[config.mk]
export PLATFORM = sky130hd
export DESIGN_NAME = core_control_saturation
export DESIGN_NICKNAME = d
export VERILOG_FILES = /design/src/hw/core_control_pkg.sv /design/src/hw/sat_if.sv /design/src/hw/saturation_unit.sv /design/src/hw/core_control_saturation.sv
export VERILOG_INCLUDE_DIRS = /design/src /design/src/hw
export SDC_FILE = /design/constraint.sdc
export NUM_CORES = 1
export LEC_CHECK = 0
export ABC_AREA = 1
export BUFFER_PORTS_ARGS = -buffer_cell sky130_fd_sc_hd__buf_2
export CELL_PAD_IN_SITES_DETAIL_PLACEMENT = 1
export CELL_PAD_IN_SITES_GLOBAL_PLACEMENT = 2
export CORE_UTILIZATION = 29
export CTS_BUF_LIST = sky130_fd_sc_hd__clkbuf_4
export DETAILED_ROUTE_END_ITERATION = 6
export PLACE_DENSITY = 0.89
export SLEW_MARGIN = 20
export SYNTH_ARGS = -nofsm -noshare
export SYNTH_HDL_FRONTEND = slang
export SYNTH_HIERARCHICAL = 1
export SYNTH_SLANG_ARGS = --single-unit
export TNS_END_PERCENT = 100
[constraint.sdc]
create_clock -name clk -period 2.7 [get_ports clk]
set_input_delay 0.135 -clock clk [delete_from_list [all_inputs] [get_ports clk]]
set_output_delay 0.135 -clock clk [all_outputs]
set_load 0.03 [all_outputs]
[src/hw/core_control_cfg.svh]
`ifndef CORE_CONTROL_CFG_SVH
`define CORE_CONTROL_CFG_SVH

// ------------------------------------------------------------
// register map, byte addresses
// ------------------------------------------------------------
`define CC_ADDR 8'h00
`define PL_ADDR 8'h04

// ------------------------------------------------------------
// core_control layout and reset
// ------------------------------------------------------------
`define CC_RESET 16'h0020
`define CC_RW_MASK 16'hB0F3
`define CC_EDT 11
`define CC_DL_MSB 10
`define CC_DL_LSB 8
`define CC_SATA 7
`define CC_SATB 6
`define CC_SATDW 5
`define CC_SAT_MODE 4
`define CC_PRIO3 3
`define CC_SFA 2

// ------------------------------------------------------------
// status word priority field
// ------------------------------------------------------------
`define STATUS_PRIO_MSB 7
`define STATUS_PRIO_LSB 5

// ------------------------------------------------------------
// saturation limits
// ------------------------------------------------------------
`define NORM_MAX 40'h00_7FFF_FFFF
`define NORM_MIN 40'hFF_8000_0000
`define SUPER_MAX 40'h7F_FFFF_FFFF
`define SUPER_MIN 40'h80_0000_0000
`define WORD_MAX 16'h7FFF
`define WORD_MIN 16'h8000
`define DEPTH_MAX 3'h7
`define DEPTH_MIN 3'h0

`endif

[src/hw/core_control_pkg.sv]
package core_control_pkg;
	typedef logic signed [39:0] acc_t;
	typedef logic signed [40:0] raw_t;
	typedef logic [15:0] word_t;
	typedef logic [2:0] depth_t;
	typedef logic [3:0] level_t;
endpackage : core_control_pkg

[src/hw/sat_if.sv]
`timescale 1ns/1ps
interface sat_if;
	logic sat_a;
	logic sat_b;
	logic sat_dw;
	logic super_sat;
	logic acc_sel;
	core_control_pkg::raw_t acc_raw;
	core_control_pkg::acc_t acc_res;
	core_control_pkg::acc_t dsw_src;
	core_control_pkg::word_t dsw_word;

	modport ctl
	(
		output sat_a, sat_b, sat_dw, super_sat, acc_sel, acc_raw, dsw_src,
		input acc_res, dsw_word
	);
	modport unit
	(
		input sat_a, sat_b, sat_dw, super_sat, acc_sel, acc_raw, dsw_src,
		output acc_res, dsw_word
	);
endinterface : sat_if

[src/hw/saturation_unit.sv]
`timescale 1ns/1ps
`include "core_control_cfg.svh"
module saturation_unit
(
	// control and data from the core control block
	sat_if.unit s
);
	// ------------------------------------------------------------
	// clamp to 9.31 or 1.31, or wrap when disabled
	// ------------------------------------------------------------
	function automatic core_control_pkg::acc_t clamp
	(
		input core_control_pkg::raw_t v,
		input logic super_sat,
		input logic en
	);
		core_control_pkg::raw_t hi;
		core_control_pkg::raw_t lo;
		hi = super_sat ? core_control_pkg::raw_t'($signed(`SUPER_MAX))
			: core_control_pkg::raw_t'($signed(`NORM_MAX));
		lo = super_sat ? core_control_pkg::raw_t'($signed(`SUPER_MIN))
			: core_control_pkg::raw_t'($signed(`NORM_MIN));
		if (!en)
			clamp = v[39:0];
		else if (v > hi)
			clamp = hi[39:0];
		else if (v < lo)
			clamp = lo[39:0];
		else
			clamp = v[39:0];
	endfunction : clamp

	core_control_pkg::acc_t dsw_clamped;

	always_comb
	begin
		s.acc_res = clamp(s.acc_raw, s.super_sat, s.acc_sel ? s.sat_b : s.sat_a);
		// data-space words always use the 1.31 limit
		dsw_clamped = clamp({s.dsw_src[39], s.dsw_src}, 1'b0, s.sat_dw);
		s.dsw_word = dsw_clamped[31:16];
	end
endmodule : saturation_unit

[src/hw/core_control_saturation.sv]
// Contract
// - priority level is control bit three above status word bits 7 to 5.
// - writing one to early termination ends the loop after current iteration.
// - accumulator A results saturate only while its saturation enable is set.
// - accumulator B results saturate only while its saturation enable is set.
// - engine writes to data space clamp only while that enable is set.
// - mode bit picks super saturation with guard bits or plain 31-bit clamp.
//
// The Wishbone register port and the placing of the registers are this design's own decisions.
`timescale 1ns/1ps
`include "core_control_cfg.svh"
module core_control_saturation
(
	// clock and reset
	input wire logic clk,
	input wire logic reset_n,
	// wishbone classic slave
	input wire logic wb_cyc_i,
	input wire logic wb_stb_i,
	input wire logic wb_we_i,
	input wire logic [7:0] wb_adr_i,
	input wire logic [3:0] wb_sel_i,
	input wire logic [31:0] wb_dat_i,
	output logic [31:0] wb_dat_o,
	output logic wb_ack_o,
	// cpu status and priority
	input wire logic [15:0] cpu_status_word,
	input wire logic priority_level_bit_three_set,
	input wire logic frame_active,
	output core_control_pkg::level_t cpu_priority_level,
	// hardware loop tracking
	input wire logic loop_start,
	input wire logic loop_iter_end,
	input wire logic loop_finish,
	output logic loop_terminate,
	output core_control_pkg::depth_t loop_nesting_count,
	// accumulator writes
	input wire logic acc_wr_valid,
	input wire logic acc_wr_sel,
	input wire core_control_pkg::raw_t acc_wr_value,
	output core_control_pkg::acc_t accumulator_a,
	output core_control_pkg::acc_t accumulator_b,
	// data-space writes from the engine
	input wire logic dsw_req,
	input wire logic dsw_acc_sel,
	output logic dsw_valid,
	output core_control_pkg::word_t dsw_data
);
	// ------------------------------------------------------------
	// bus slave
	// ------------------------------------------------------------
	logic ack_q, ack_d;
	logic [31:0] rdat_q, rdat_d;
	logic req, wr_fire;
	logic [15:0] wmask;
	core_control_pkg::word_t cc_view;

	assign req = wb_cyc_i & wb_stb_i;
	// writes land on the edge that sees ack, as the master expects
	assign wr_fire = req & wb_we_i & ack_q & (wb_adr_i == `CC_ADDR);
	assign wmask = {{8{wb_sel_i[1]}}, {8{wb_sel_i[0]}}};

	always_comb
	begin
		ack_d = req & ~ack_q;
		rdat_d = rdat_q;
		if (req & ~ack_q)
		begin
			// unmapped addresses still ack, reading zero
			unique case (wb_adr_i)
				`CC_ADDR: rdat_d = {16'h0000, cc_view};
				`PL_ADDR: rdat_d = {28'h0000000, cpu_priority_level};
				default: rdat_d = 32'h0000_0000;
			endcase
		end
	end

	always_ff @(posedge clk or negedge reset_n)
	begin
		if (!reset_n)
		begin
			ack_q <= 1'b0;
			rdat_q <= 32'h0000_0000;
		end
		else
		begin
			ack_q <= ack_d;
			rdat_q <= rdat_d;
		end
	end

	assign wb_ack_o = ack_q;
	assign wb_dat_o = rdat_q;

	// ------------------------------------------------------------
	// control register and priority level
	// ------------------------------------------------------------
	logic [15:0] rw_q, rw_d;
	logic prio3_q, prio3_d;
	logic edt_set;
	core_control_pkg::level_t level_q, level_d;

	always_comb
	begin
		rw_d = rw_q;
		if (wr_fire)
			rw_d = (rw_q & ~(wmask & `CC_RW_MASK)) | (wb_dat_i[15:0] & wmask & `CC_RW_MASK);
		// software may only clear; a same-cycle set wins
		prio3_d = priority_level_bit_three_set
			| (prio3_q & ~(wr_fire & wb_sel_i[0] & ~wb_dat_i[`CC_PRIO3]));
		// registered: the level trails its inputs by one cycle
		level_d = {prio3_q, cpu_status_word[`STATUS_PRIO_MSB:`STATUS_PRIO_LSB]};
	end

	always_ff @(posedge clk or negedge reset_n)
	begin
		if (!reset_n)
		begin
			rw_q <= `CC_RESET;
			prio3_q <= 1'b0;
			level_q <= 4'h0;
		end
		else
		begin
			rw_q <= rw_d;
			prio3_q <= prio3_d;
			level_q <= level_d;
		end
	end

	assign cpu_priority_level = level_q;
	// writing zero to termination does nothing
	assign edt_set = wr_fire & wb_sel_i[1] & wb_dat_i[`CC_EDT];

	// ------------------------------------------------------------
	// hardware loop nesting and early termination
	// ------------------------------------------------------------
	core_control_pkg::depth_t depth_q, depth_d;
	logic pending_q, pending_d;
	logic term_q, term_d;
	logic pop;

	always_comb
	begin
		// request only acts while a loop is live
		term_d = pending_q & loop_iter_end & (depth_q != `DEPTH_MIN);
		pop = term_d | loop_finish;
		depth_d = depth_q;
		if (loop_start & ~pop & (depth_q != `DEPTH_MAX))
			depth_d = depth_q + 3'h1;
		else if (pop & ~loop_start & (depth_q != `DEPTH_MIN))
			depth_d = depth_q - 3'h1;
		// new request in the consuming cycle survives
		pending_d = edt_set | (pending_q & ~loop_iter_end & (depth_q != `DEPTH_MIN));
	end

	always_ff @(posedge clk or negedge reset_n)
	begin
		if (!reset_n)
		begin
			depth_q <= 3'h0;
			pending_q <= 1'b0;
			term_q <= 1'b0;
		end
		else
		begin
			depth_q <= depth_d;
			pending_q <= pending_d;
			term_q <= term_d;
		end
	end

	assign loop_terminate = term_q;
	assign loop_nesting_count = depth_q;

	// termination reads back as zero
	assign cc_view = rw_q | {5'h00, depth_q, 4'h0, prio3_q, frame_active, 2'h0};

	// ------------------------------------------------------------
	// accumulator and data-space saturation
	// ------------------------------------------------------------
	sat_if s ();
	core_control_pkg::acc_t acc_a_q, acc_a_d, acc_b_q, acc_b_d;
	logic dsw_valid_q, dsw_valid_d;
	core_control_pkg::word_t dsw_data_q, dsw_data_d;

	assign s.sat_a = rw_q[`CC_SATA];
	assign s.sat_b = rw_q[`CC_SATB];
	assign s.sat_dw = rw_q[`CC_SATDW];
	assign s.super_sat = rw_q[`CC_SAT_MODE];
	assign s.acc_sel = acc_wr_sel;
	assign s.acc_raw = acc_wr_value;
	assign s.dsw_src = dsw_acc_sel ? acc_b_q : acc_a_q;

	saturation_unit u_sat
	(
		.s(s.unit)
	);

	always_comb
	begin
		acc_a_d = acc_a_q;
		acc_b_d = acc_b_q;
		if (acc_wr_valid & ~acc_wr_sel)
			acc_a_d = s.acc_res;
		if (acc_wr_valid & acc_wr_sel)
			acc_b_d = s.acc_res;
		dsw_valid_d = dsw_req;
		dsw_data_d = dsw_req ? s.dsw_word : dsw_data_q;
	end

	always_ff @(posedge clk or negedge reset_n)
	begin
		if (!reset_n)
		begin
			acc_a_q <= 40'h00_0000_0000;
			acc_b_q <= 40'h00_0000_0000;
			dsw_valid_q <= 1'b0;
			dsw_data_q <= 16'h0000;
		end
		else
		begin
			acc_a_q <= acc_a_d;
			acc_b_q <= acc_b_d;
			dsw_valid_q <= dsw_valid_d;
			dsw_data_q <= dsw_data_d;
		end
	end

	assign accumulator_a = acc_a_q;
	assign accumulator_b = acc_b_q;
	assign dsw_valid = dsw_valid_q;
	assign dsw_data = dsw_data_q;
endmodule : core_control_saturation

[Word level (Yosys, flattened, before mapping)]
Cells that the tools add are included.
Widths: inputs -> output; s select.
Operators by class
  shift operators: 0
  muxes and demuxes: 13
  eq/ne operators: 2
  $lt $le $gt $ge: 4
  $mul: 0
  reduce and logical (&&, ||, !) cells: 3
  divide/modulo/power cells: 0
  add/sub/neg operators: 2
  bitwise logic cells: 35
Operator list (number)
  $mux 40: 4
  $mux 32: 3
  $mux 39: 2
  $gt 41x41->1: 1
  $lt 41x41->1: 1
  $gt 40x32->1 const B: 1
  $lt 40x32->1 const B: 1
  $and 16x16->16: 2
  $pmux 16 s2: 1
  $and 1x1->1: 20
  $not 16->16: 1
  $or 16x11->16: 1
  $or 16x16->16: 1
  $eq 8x3->1 const B: 1
  $logic_not 8->1: 1
  $not 1->1: 7
  $mux 3: 2
  $add 3x1->3 const B: 1
  $ne 3x3->1 const B: 1
  $or 1x1->1: 3
  $reduce_bool 3->1: 1
  $sub 3x1->3 const B: 1
  $reduce_bool 2->1: 1
  $mux 1: 1
Word-level totals
  flip-flop bits (word level): 156
  latch bits: 0
  RAM bits: 0
  bits in read-only memories: 0
  memories: 0
  input port bits: 115

[Longest topological paths before layout]
Gate-level depths: netlist of run 1.
  depth in word-level cells: 9
  mapped depth: 17

[By module]
Netlist of run 1, hierarchy kept.
By module, submodules not included
  core_control_saturation: instances 1, area each 5714.2 um^2, sequential area each 3279.4 um^2, cells an instance 575
  saturation_unit: instances 1, area each 1482.7 um^2, sequential area each 0.0 um^2, cells an instance 317

[Worst setup path before layout of run 1]
No wires, ideal clock.
  path type: flip-flop to flip-flop
  start: register (tool-made name)
  end: register acc_a_q[10], in the netlist accumulator_a[10]
  path slack: 0.428 ns
  library setup time: 0.083 ns
  arrival time: 2.189 ns
  data required time: 2.617 ns
  path buffers: 1
  stages on the path, launching flop included: 14
  cells stage by stage: dfrtp_1 -> inv_1 -> ha_1 -> nand2_1 -> nor2_2 -> nand2_1 -> nor2_1 -> nand3_1 -> nand2_2 -> nand3_4 -> buf_6 -> nand2_1 -> inv_1 -> o21ai_0
RTL lines
  to (signal assigned): line core_control_saturation.sv:216  | acc_a_q <= 40'h00_0000_0000;
  to (signal assigned): line core_control_saturation.sv:223  | acc_a_q <= acc_a_d;
  to (decl): line core_control_saturation.sv:183  | core_control_pkg::acc_t acc_a_q, acc_a_d, acc_b_q, acc_b_d;

==> flow_summary_export.csv, run 1 <==
group,metric,value,unit
global_route,antenna_found_initial,4,
cells_and_area,fin_cells,1490,
detailed_routing,drc,0,
critical_path,cp_num_cells,14,
detailed_routing,drtPass1Iterations,4,
floorplanning,start_util,0.297,
min_path,hp-class,"in -> reg",
cells_and_area,nFillCells,2967,
timing,worst_pin_slew,0.775,ns
cells_and_area,drive_gt1_frac,0.272,
timing,rsz0062_at_grt,"false",
timing,timing.hold.ws,0.0765,ns
critical_path,endpoint,"accumulator_a[16]$_DFFE_PN0P_",
critical_path,path_common_cell,"nand2_1",
placement,dp_slack,0.263,ns
timing,period_share,0.931,
critical_path,cp_data_required_time,3.16,ns
clock_network,clk_pin_slew,0.14,ns
global_route,grt_pass1_vias,6862,
critical_path,crit_chain,"clkinvlp_4, buf_12, ha_1, nand2_1, nor2_2, nand2_1, nor2_1, nand3_1, nand2_2, nand3_4, buf_12, nand2_1, inv_1, o21ai_0",
detailed_routing,vias_per_cell,4.47,
power_and_ir_drop,total_power,5.47,mW
timing,clock_skew,0.0272,ns
timing,clock.fmax,398,MHz
critical_path,critical-path-max-stage-delay,0.41,ns
critical_path,rr_worst_depth,14,
placement,gp_congestion,0.770,
global_route,grt_pass1_wl,36300,um
cells_and_area,multiInputGateArea,3160,sq um
critical_path,r2r_setup_slack,0.19,ns
detailed_routing,drtAntennaViolNets,0,
global_route,gr-total-overflow,0,
power_and_ir_drop,pwr_density_cell,577,nW/um^2
power_and_ir_drop,ir_worst_vdd,0.314,mV
critical_path,end_kind,"flip-flop",
global_route,grt_max_degree,78,
placement,hpwlAfterDp,16100,um
timing,hold_viol,0,
cells_and_area,layout_commonest_cell,"nand2_1",
placement,place_inst,1368,
power_and_ir_drop,power_leakage,5.27,nW
logic_synthesis,syn_avg_cell_area,8.01,sq um
logic_synthesis,synthCells,876,
detailed_routing,vias,6656,
critical_path,crit_fanout,31,
critical_path,startpoint_type,"flip-flop",
cells_and_area,final_core_util,0.401,
floorplanning,die_w,158,um
detailed_routing,drt-total-wl,23100,um
timing,slew_viol_final,0,
critical_path,cp.arrival,2.97,ns
detailed_routing,wire_per_inst,15.5,um
cells_and_area,design_area,9480,sq um
cells_and_area,layout_common_cells,"344 x nand2_1, 198 x buf_2, 130 x dfrtp_1, 95 x o21ai_0, 85 x inv_1",
timing,fin_crit,2.51,ns
clock_network,cts_tree,"built",
cells_and_area,seq_area,3280,sq um
floorplanning,core-area,23600,sq um
detailed_routing,drt_iter0_markers,299,
critical_path,cpMaxStageDelayCell,"dfrtp_1",
clock_network,insertion_delay,0.56,ns
job,max_cap_viol_count,0,
critical_path,cp_num_buf_inv,4,
logic_synthesis,yosys_warnings,6,
critical_path,reg2reg_to,"accumulator_a[16]$_DFFE_PN0P_",
timing,finalSetupViolations,0,
timing,tns,0,ns
placement,io_buffer_count,198,
status,status,"completed",
timing,fin_ws,0.187,ns
clock_network,clockRootBuffer,"clkbuf_4",
timing,slew_headroom,0.484,
critical_path,path_class,"reg -> reg",
global_route,globalRouteTotalUtil,0.191,
critical_path,crit_family,"simple AND/OR/NAND/NOR gates",
clock_network,cts.path.max_buffers,2,
clock_network,cts_made_buffers,17,
clock_network,cts_sinks,131,
logic_synthesis,synth_area,7020,sq um
floorplanning,row_count,56,
cells_and_area,nNetsFinal,1285,
clock_network,cts_htree_levels,4,
placement,post_dp_cell_area,8260,sq um
cells_and_area,syn_to_final_growth,35.0,%
floorplanning,boundaryPins,253,
floorplanning,die-area,24800,sq um
floorplanning,dieHeight,158,um
[metal layers]
layer  vias to the layer above  GRT usage  share of wire
met4                         0     0.0698          0.021
met1                      3210      0.235           0.44
met3                        30     0.0303          0.033
met2                       142      0.335           0.51
li1                       3274          -              -
met5                         -          0              0
[cell type report]
type,count,share of cell area
flip-flops and latches,131,0.346
multi-input cells,618,0.333
repair buffers,298,0.209
well taps,319,0.0421
inverters,87,0.0349
clock inverters,15,0.0205
clock buffers,17,0.0135
diodes,5,0.00132
[how the worst min path moves through the flow]
stage	from	to	slack [ns]	cells after the start
final	acc_wr_value[39]	accumulator_b[39]$_DFFE_PN0P_	0.08	5
after global routing	wb_adr_i[6]	wb_dat_o[13]$_DFFE_PN0P_	0.05	6
after CTS	wb_adr_i[6]	wb_dat_o[15]$_DFFE_PN0P_	0.001	6
after detailed placement	reset_n	cpu_priority_level[1]$_DFF_PN0_	0.24	1
after global placement	reset_n	cpu_priority_level[1]$_DFF_PN0_	0.23	1
after floorplan	reset_n	async pin	-0.16	0
[state kept, by name, indices dropped and copies added (netlist names), named ones only]
name                count
accumulator_a          40
accumulator_b          40
dsw_data               16
wb_dat_o               14
cpu_priority_level      4
loop_nesting_count      3
dsw_valid               1
loop_terminate          1
pending_q               1
prio3_q                 1
wb_ack_o                1
[what timing repair did]
item                                    4_1_cts  5_1_grt
hold buffers                                 82        0
hold endpoints to repair                    178        0
gates resized for setup                       0        4
endpoints found under the setup margin        0        2
setup buffers                                 0        3
[power by group]
part           internal, mW  switching, mW
clock network         0.668          0.875
registers              2.18          0.186
logic                 0.528           1.03
[worst register-to-register path, stage by stage, from the launching register on]
cell        delay, ns
dfrtp_1          0.41
clkinvlp_4       0.12
buf_12           0.14
ha_1             0.31
nand2_1          0.09
nor2_2           0.18
nand2_1          0.11
nor2_1           0.11
nand3_1          0.12
nand2_2          0.18
nand3_4          0.10
buf_12           0.18
nand2_1          0.10
inv_1            0.07
o21ai_0          0.23
Note: power is estimated with default switching activity, not from simulation.
==> run 2: changes to the inputs <==
--- a/config.mk
+++ b/config.mk
@@ -6,14 +6,13 @@
 export SDC_FILE = /design/constraint.sdc
 export NUM_CORES = 1
 export LEC_CHECK = 0
-export ABC_AREA = 1
 export BUFFER_PORTS_ARGS = -buffer_cell sky130_fd_sc_hd__buf_2
 export CELL_PAD_IN_SITES_DETAIL_PLACEMENT = 1
 export CELL_PAD_IN_SITES_GLOBAL_PLACEMENT = 2
-export CORE_UTILIZATION = 29
+export CORE_UTILIZATION = 32
 export CTS_BUF_LIST = sky130_fd_sc_hd__clkbuf_4
 export DETAILED_ROUTE_END_ITERATION = 6
-export PLACE_DENSITY = 0.89
+export PLACE_DENSITY = 0.88
 export SLEW_MARGIN = 20
 export SYNTH_ARGS = -nofsm -noshare
 export SYNTH_HDL_FRONTEND = slang
==> run 2 against run 1 <==
  * Power fell by 2.8%
  * Setup slack got worse by 0.10 ns
  * Register-to-register slack got worse by 0.10 ns
  * Sequential power barely moved
  * Largest cell class unchanged
==> flow_summary_export.csv, run 2 <==
group,metric,value,unit
status,status,"completed",
critical_path,crit_family,"compound AO/OA/AOI/OAI gates",
detailed_routing,highest_layer,"met4",
detailed_routing,drtPass1Iterations,4,
detailed_routing,drt_iter0_markers,229,
detailed_routing,dr_wl_met2,10400,um
placement,hpwlAfterDp,14300,um
power_and_ir_drop,total_power,5.32,mW
floorplanning,start_util,0.328,
detailed_routing,drc,0,
timing,hold_viol,0,
logic_synthesis,syn_avg_cell_area,12.7,sq um
cells_and_area,final_core_util,0.433,
timing,worst_pin_slew,0.627,ns
clock_network,clk_pin_slew,0.13,ns
detailed_routing,wire_per_inst,19.4,um
clock_network,cts.path.max_buffers,2,
detailed_routing,drtAntennaViolNets,0,
logic_synthesis,yosys_warnings,6,
critical_path,cp_data_required_time,3.13,ns
floorplanning,die_w,146,um
timing,fin_crit,2.61,ns
detailed_routing,vias_per_cell,4.95,
critical_path,path_class,"reg -> reg",
power_and_ir_drop,power_leakage,4.22,nW
timing,clock_skew,0.0180,ns
global_route,gr-total-overflow,0,
critical_path,end_kind,"flip-flop",
critical_path,cpMaxStageDelayCell,"dfrtp_2",
min_path,hp-class,"in -> async",
timing,tns,0,ns
global_route,grt_max_degree,64,
timing,slew_viol_final,0,
timing,finalSetupViolations,0,
timing,timing.hold.ws,0.0768,ns
critical_path,cp_num_buf_inv,4,
critical_path,critical-path-max-stage-delay,0.43,ns
logic_synthesis,synthCells,524,
cells_and_area,layout_commonest_cell,"buf_2",
detailed_routing,vias,5279,
detailed_routing,drt-met1-wl,8920,um
power_and_ir_drop,seqPwrFrac,0.451,
power_and_ir_drop,pwr-share-comb,0.339,
floorplanning,row_count,52,
cells_and_area,layout_common_cells,"197 x buf_2, 130 x mux2_2, 129 x dfrtp_1, 53 x dlygate4sd3_1, 47 x a21o_1",
global_route,antenna_found_initial,3,
cells_and_area,syn_to_final_growth,31.9,%
placement,gp_congestion,0.804,
placement,post_dp_cell_area,7940,sq um
detailed_routing,met3_wirelength,848,um
power_and_ir_drop,clockPowerShare,0.210,
power_and_ir_drop,pwr_density_cell,606,nW/um^2
timing,clock.fmax,383,MHz
floorplanning,boundaryPins,253,
power_and_ir_drop,ir_worst_vdd,0.303,mV
detailed_routing,drt-total-wl,20700,um
clock_network,clockRootBuffer,"clkbuf_4",
critical_path,crit_chain,"clkinvlp_4, buf_4, ha_4, inv_2, a221oi_2, o2111ai_2, or2_4, buf_12, a21o_1, mux2_2",
floorplanning,core-area,20300,sq um
clock_network,cts_htree_levels,4,
power_and_ir_drop,p_sw_frac,0.390,
floorplanning,dieHeight,146,um
global_route,grt_pass1_vias,5674,
placement,io_buffer_count,198,
global_route,grt_pass1_wl,32200,um
clock_network,cts_sinks,131,
clock_network,insertion_delay,0.54,ns
cells_and_area,design_area,8780,sq um
job,max_cap_viol_count,0,
floorplanning,die-area,21400,sq um
critical_path,startpoint_type,"flip-flop",
clock_network,cts_made_buffers,17,
power_and_ir_drop,internal_power,3.25,mW
logic_synthesis,synth_area,6660,sq um
timing,period_share,0.968,
critical_path,cp.arrival,3.04,ns
timing,slew_headroom,0.582,
cells_and_area,drive_gt1_frac,0.517,
cells_and_area,nNetsFinal,915,
power_and_ir_drop,power_switching,2.07,mW
global_route,globalRouteTotalUtil,0.195,
critical_path,crit_fanout,27,
clock_network,cts_tree,"built",
run 2: area by class of cell:
cell class / count / area [sq um]
fillers: 2260 / 11500
flip-flops and latches: 131 / 3280
multi-input cells: 349 / 3140
repair buffers: 276 / 1770
well taps: 270 / 338
clock buffers: 17 / 128
clock inverters: 14 / 92.6
inverters: 7 / 30.0
repair inverters: 1 / 5.00
diodes: 2 / 5.00
run 2: repair_timing:
item | CTS | global route
pin swaps | 0 | 0
gates cloned | 0 | 1
resized for setup | 1 | 10
hold buffers | 53 | 0
endpoints found under the hold margin | 210 | 0
buffers inserted | 0 | 4
endpoints found under the setup margin | 1 | 80
run 2: metal layers:
| layer | track usage | up-vias |
|---|---|---|
| li1 | - | 2418 |
| met1 | 0.243 | 2710 |
| met2 | 0.330 | 120 |
| met3 | 0.0456 | 31 |
| met4 | 0.0667 | 0 |
| met5 | 0 | - |
run 2: stage by stage:
stage                     instances  setup WS [ns]
after floorplan                 541        -0.0292
after global placement          976         0.0602
after detailed placement        976         0.0168
after CTS                      1060        0.00738
after global routing           1066        -0.0781
final                          1067         0.0860
run 2: path summary, 6_finish.rpt:
kind,to,slack [ns],cells after the start,start
worst max-delay path,accumulator_a[3]$_DFFE_PN0P_,0.09,10,flip-flop
worst min-delay path,accumulator_b[19]$_DFFE_PN0P_,0.08,2,reset_n
worst max register to register,accumulator_a[3]$_DFFE_PN0P_,0.09,10,flip-flop
worst min register to register,cpu_priority_level[3]$_DFF_PN0_,0.43,0,prio3_q$_DFF_PN0_
max in group asynchronous,accumulator_a[8]$_DFFE_PN0P_,1.83,3,reset_n
min in group clk,flip-flop,0.08,3,wb_sel_i[0]
run 2: power groups by stage:
| stage | Clock, mW | Combinational, mW | Sequential, mW |
|---|---|---|---|
| 6_report | 1.12 | 1.80 | 2.40 |
| 5_1_grt | 1.22 | 1.93 | 2.44 |
| 4_1_cts | 1.15 | 1.81 | 2.40 |
| 3_5_place_dp | 0 | 1.74 | 2.43 |
| 3_3_place_gp | 0 | 1.72 | 2.42 |
| 2_1_floorplan | 0 | 0.730 | 2.88 |
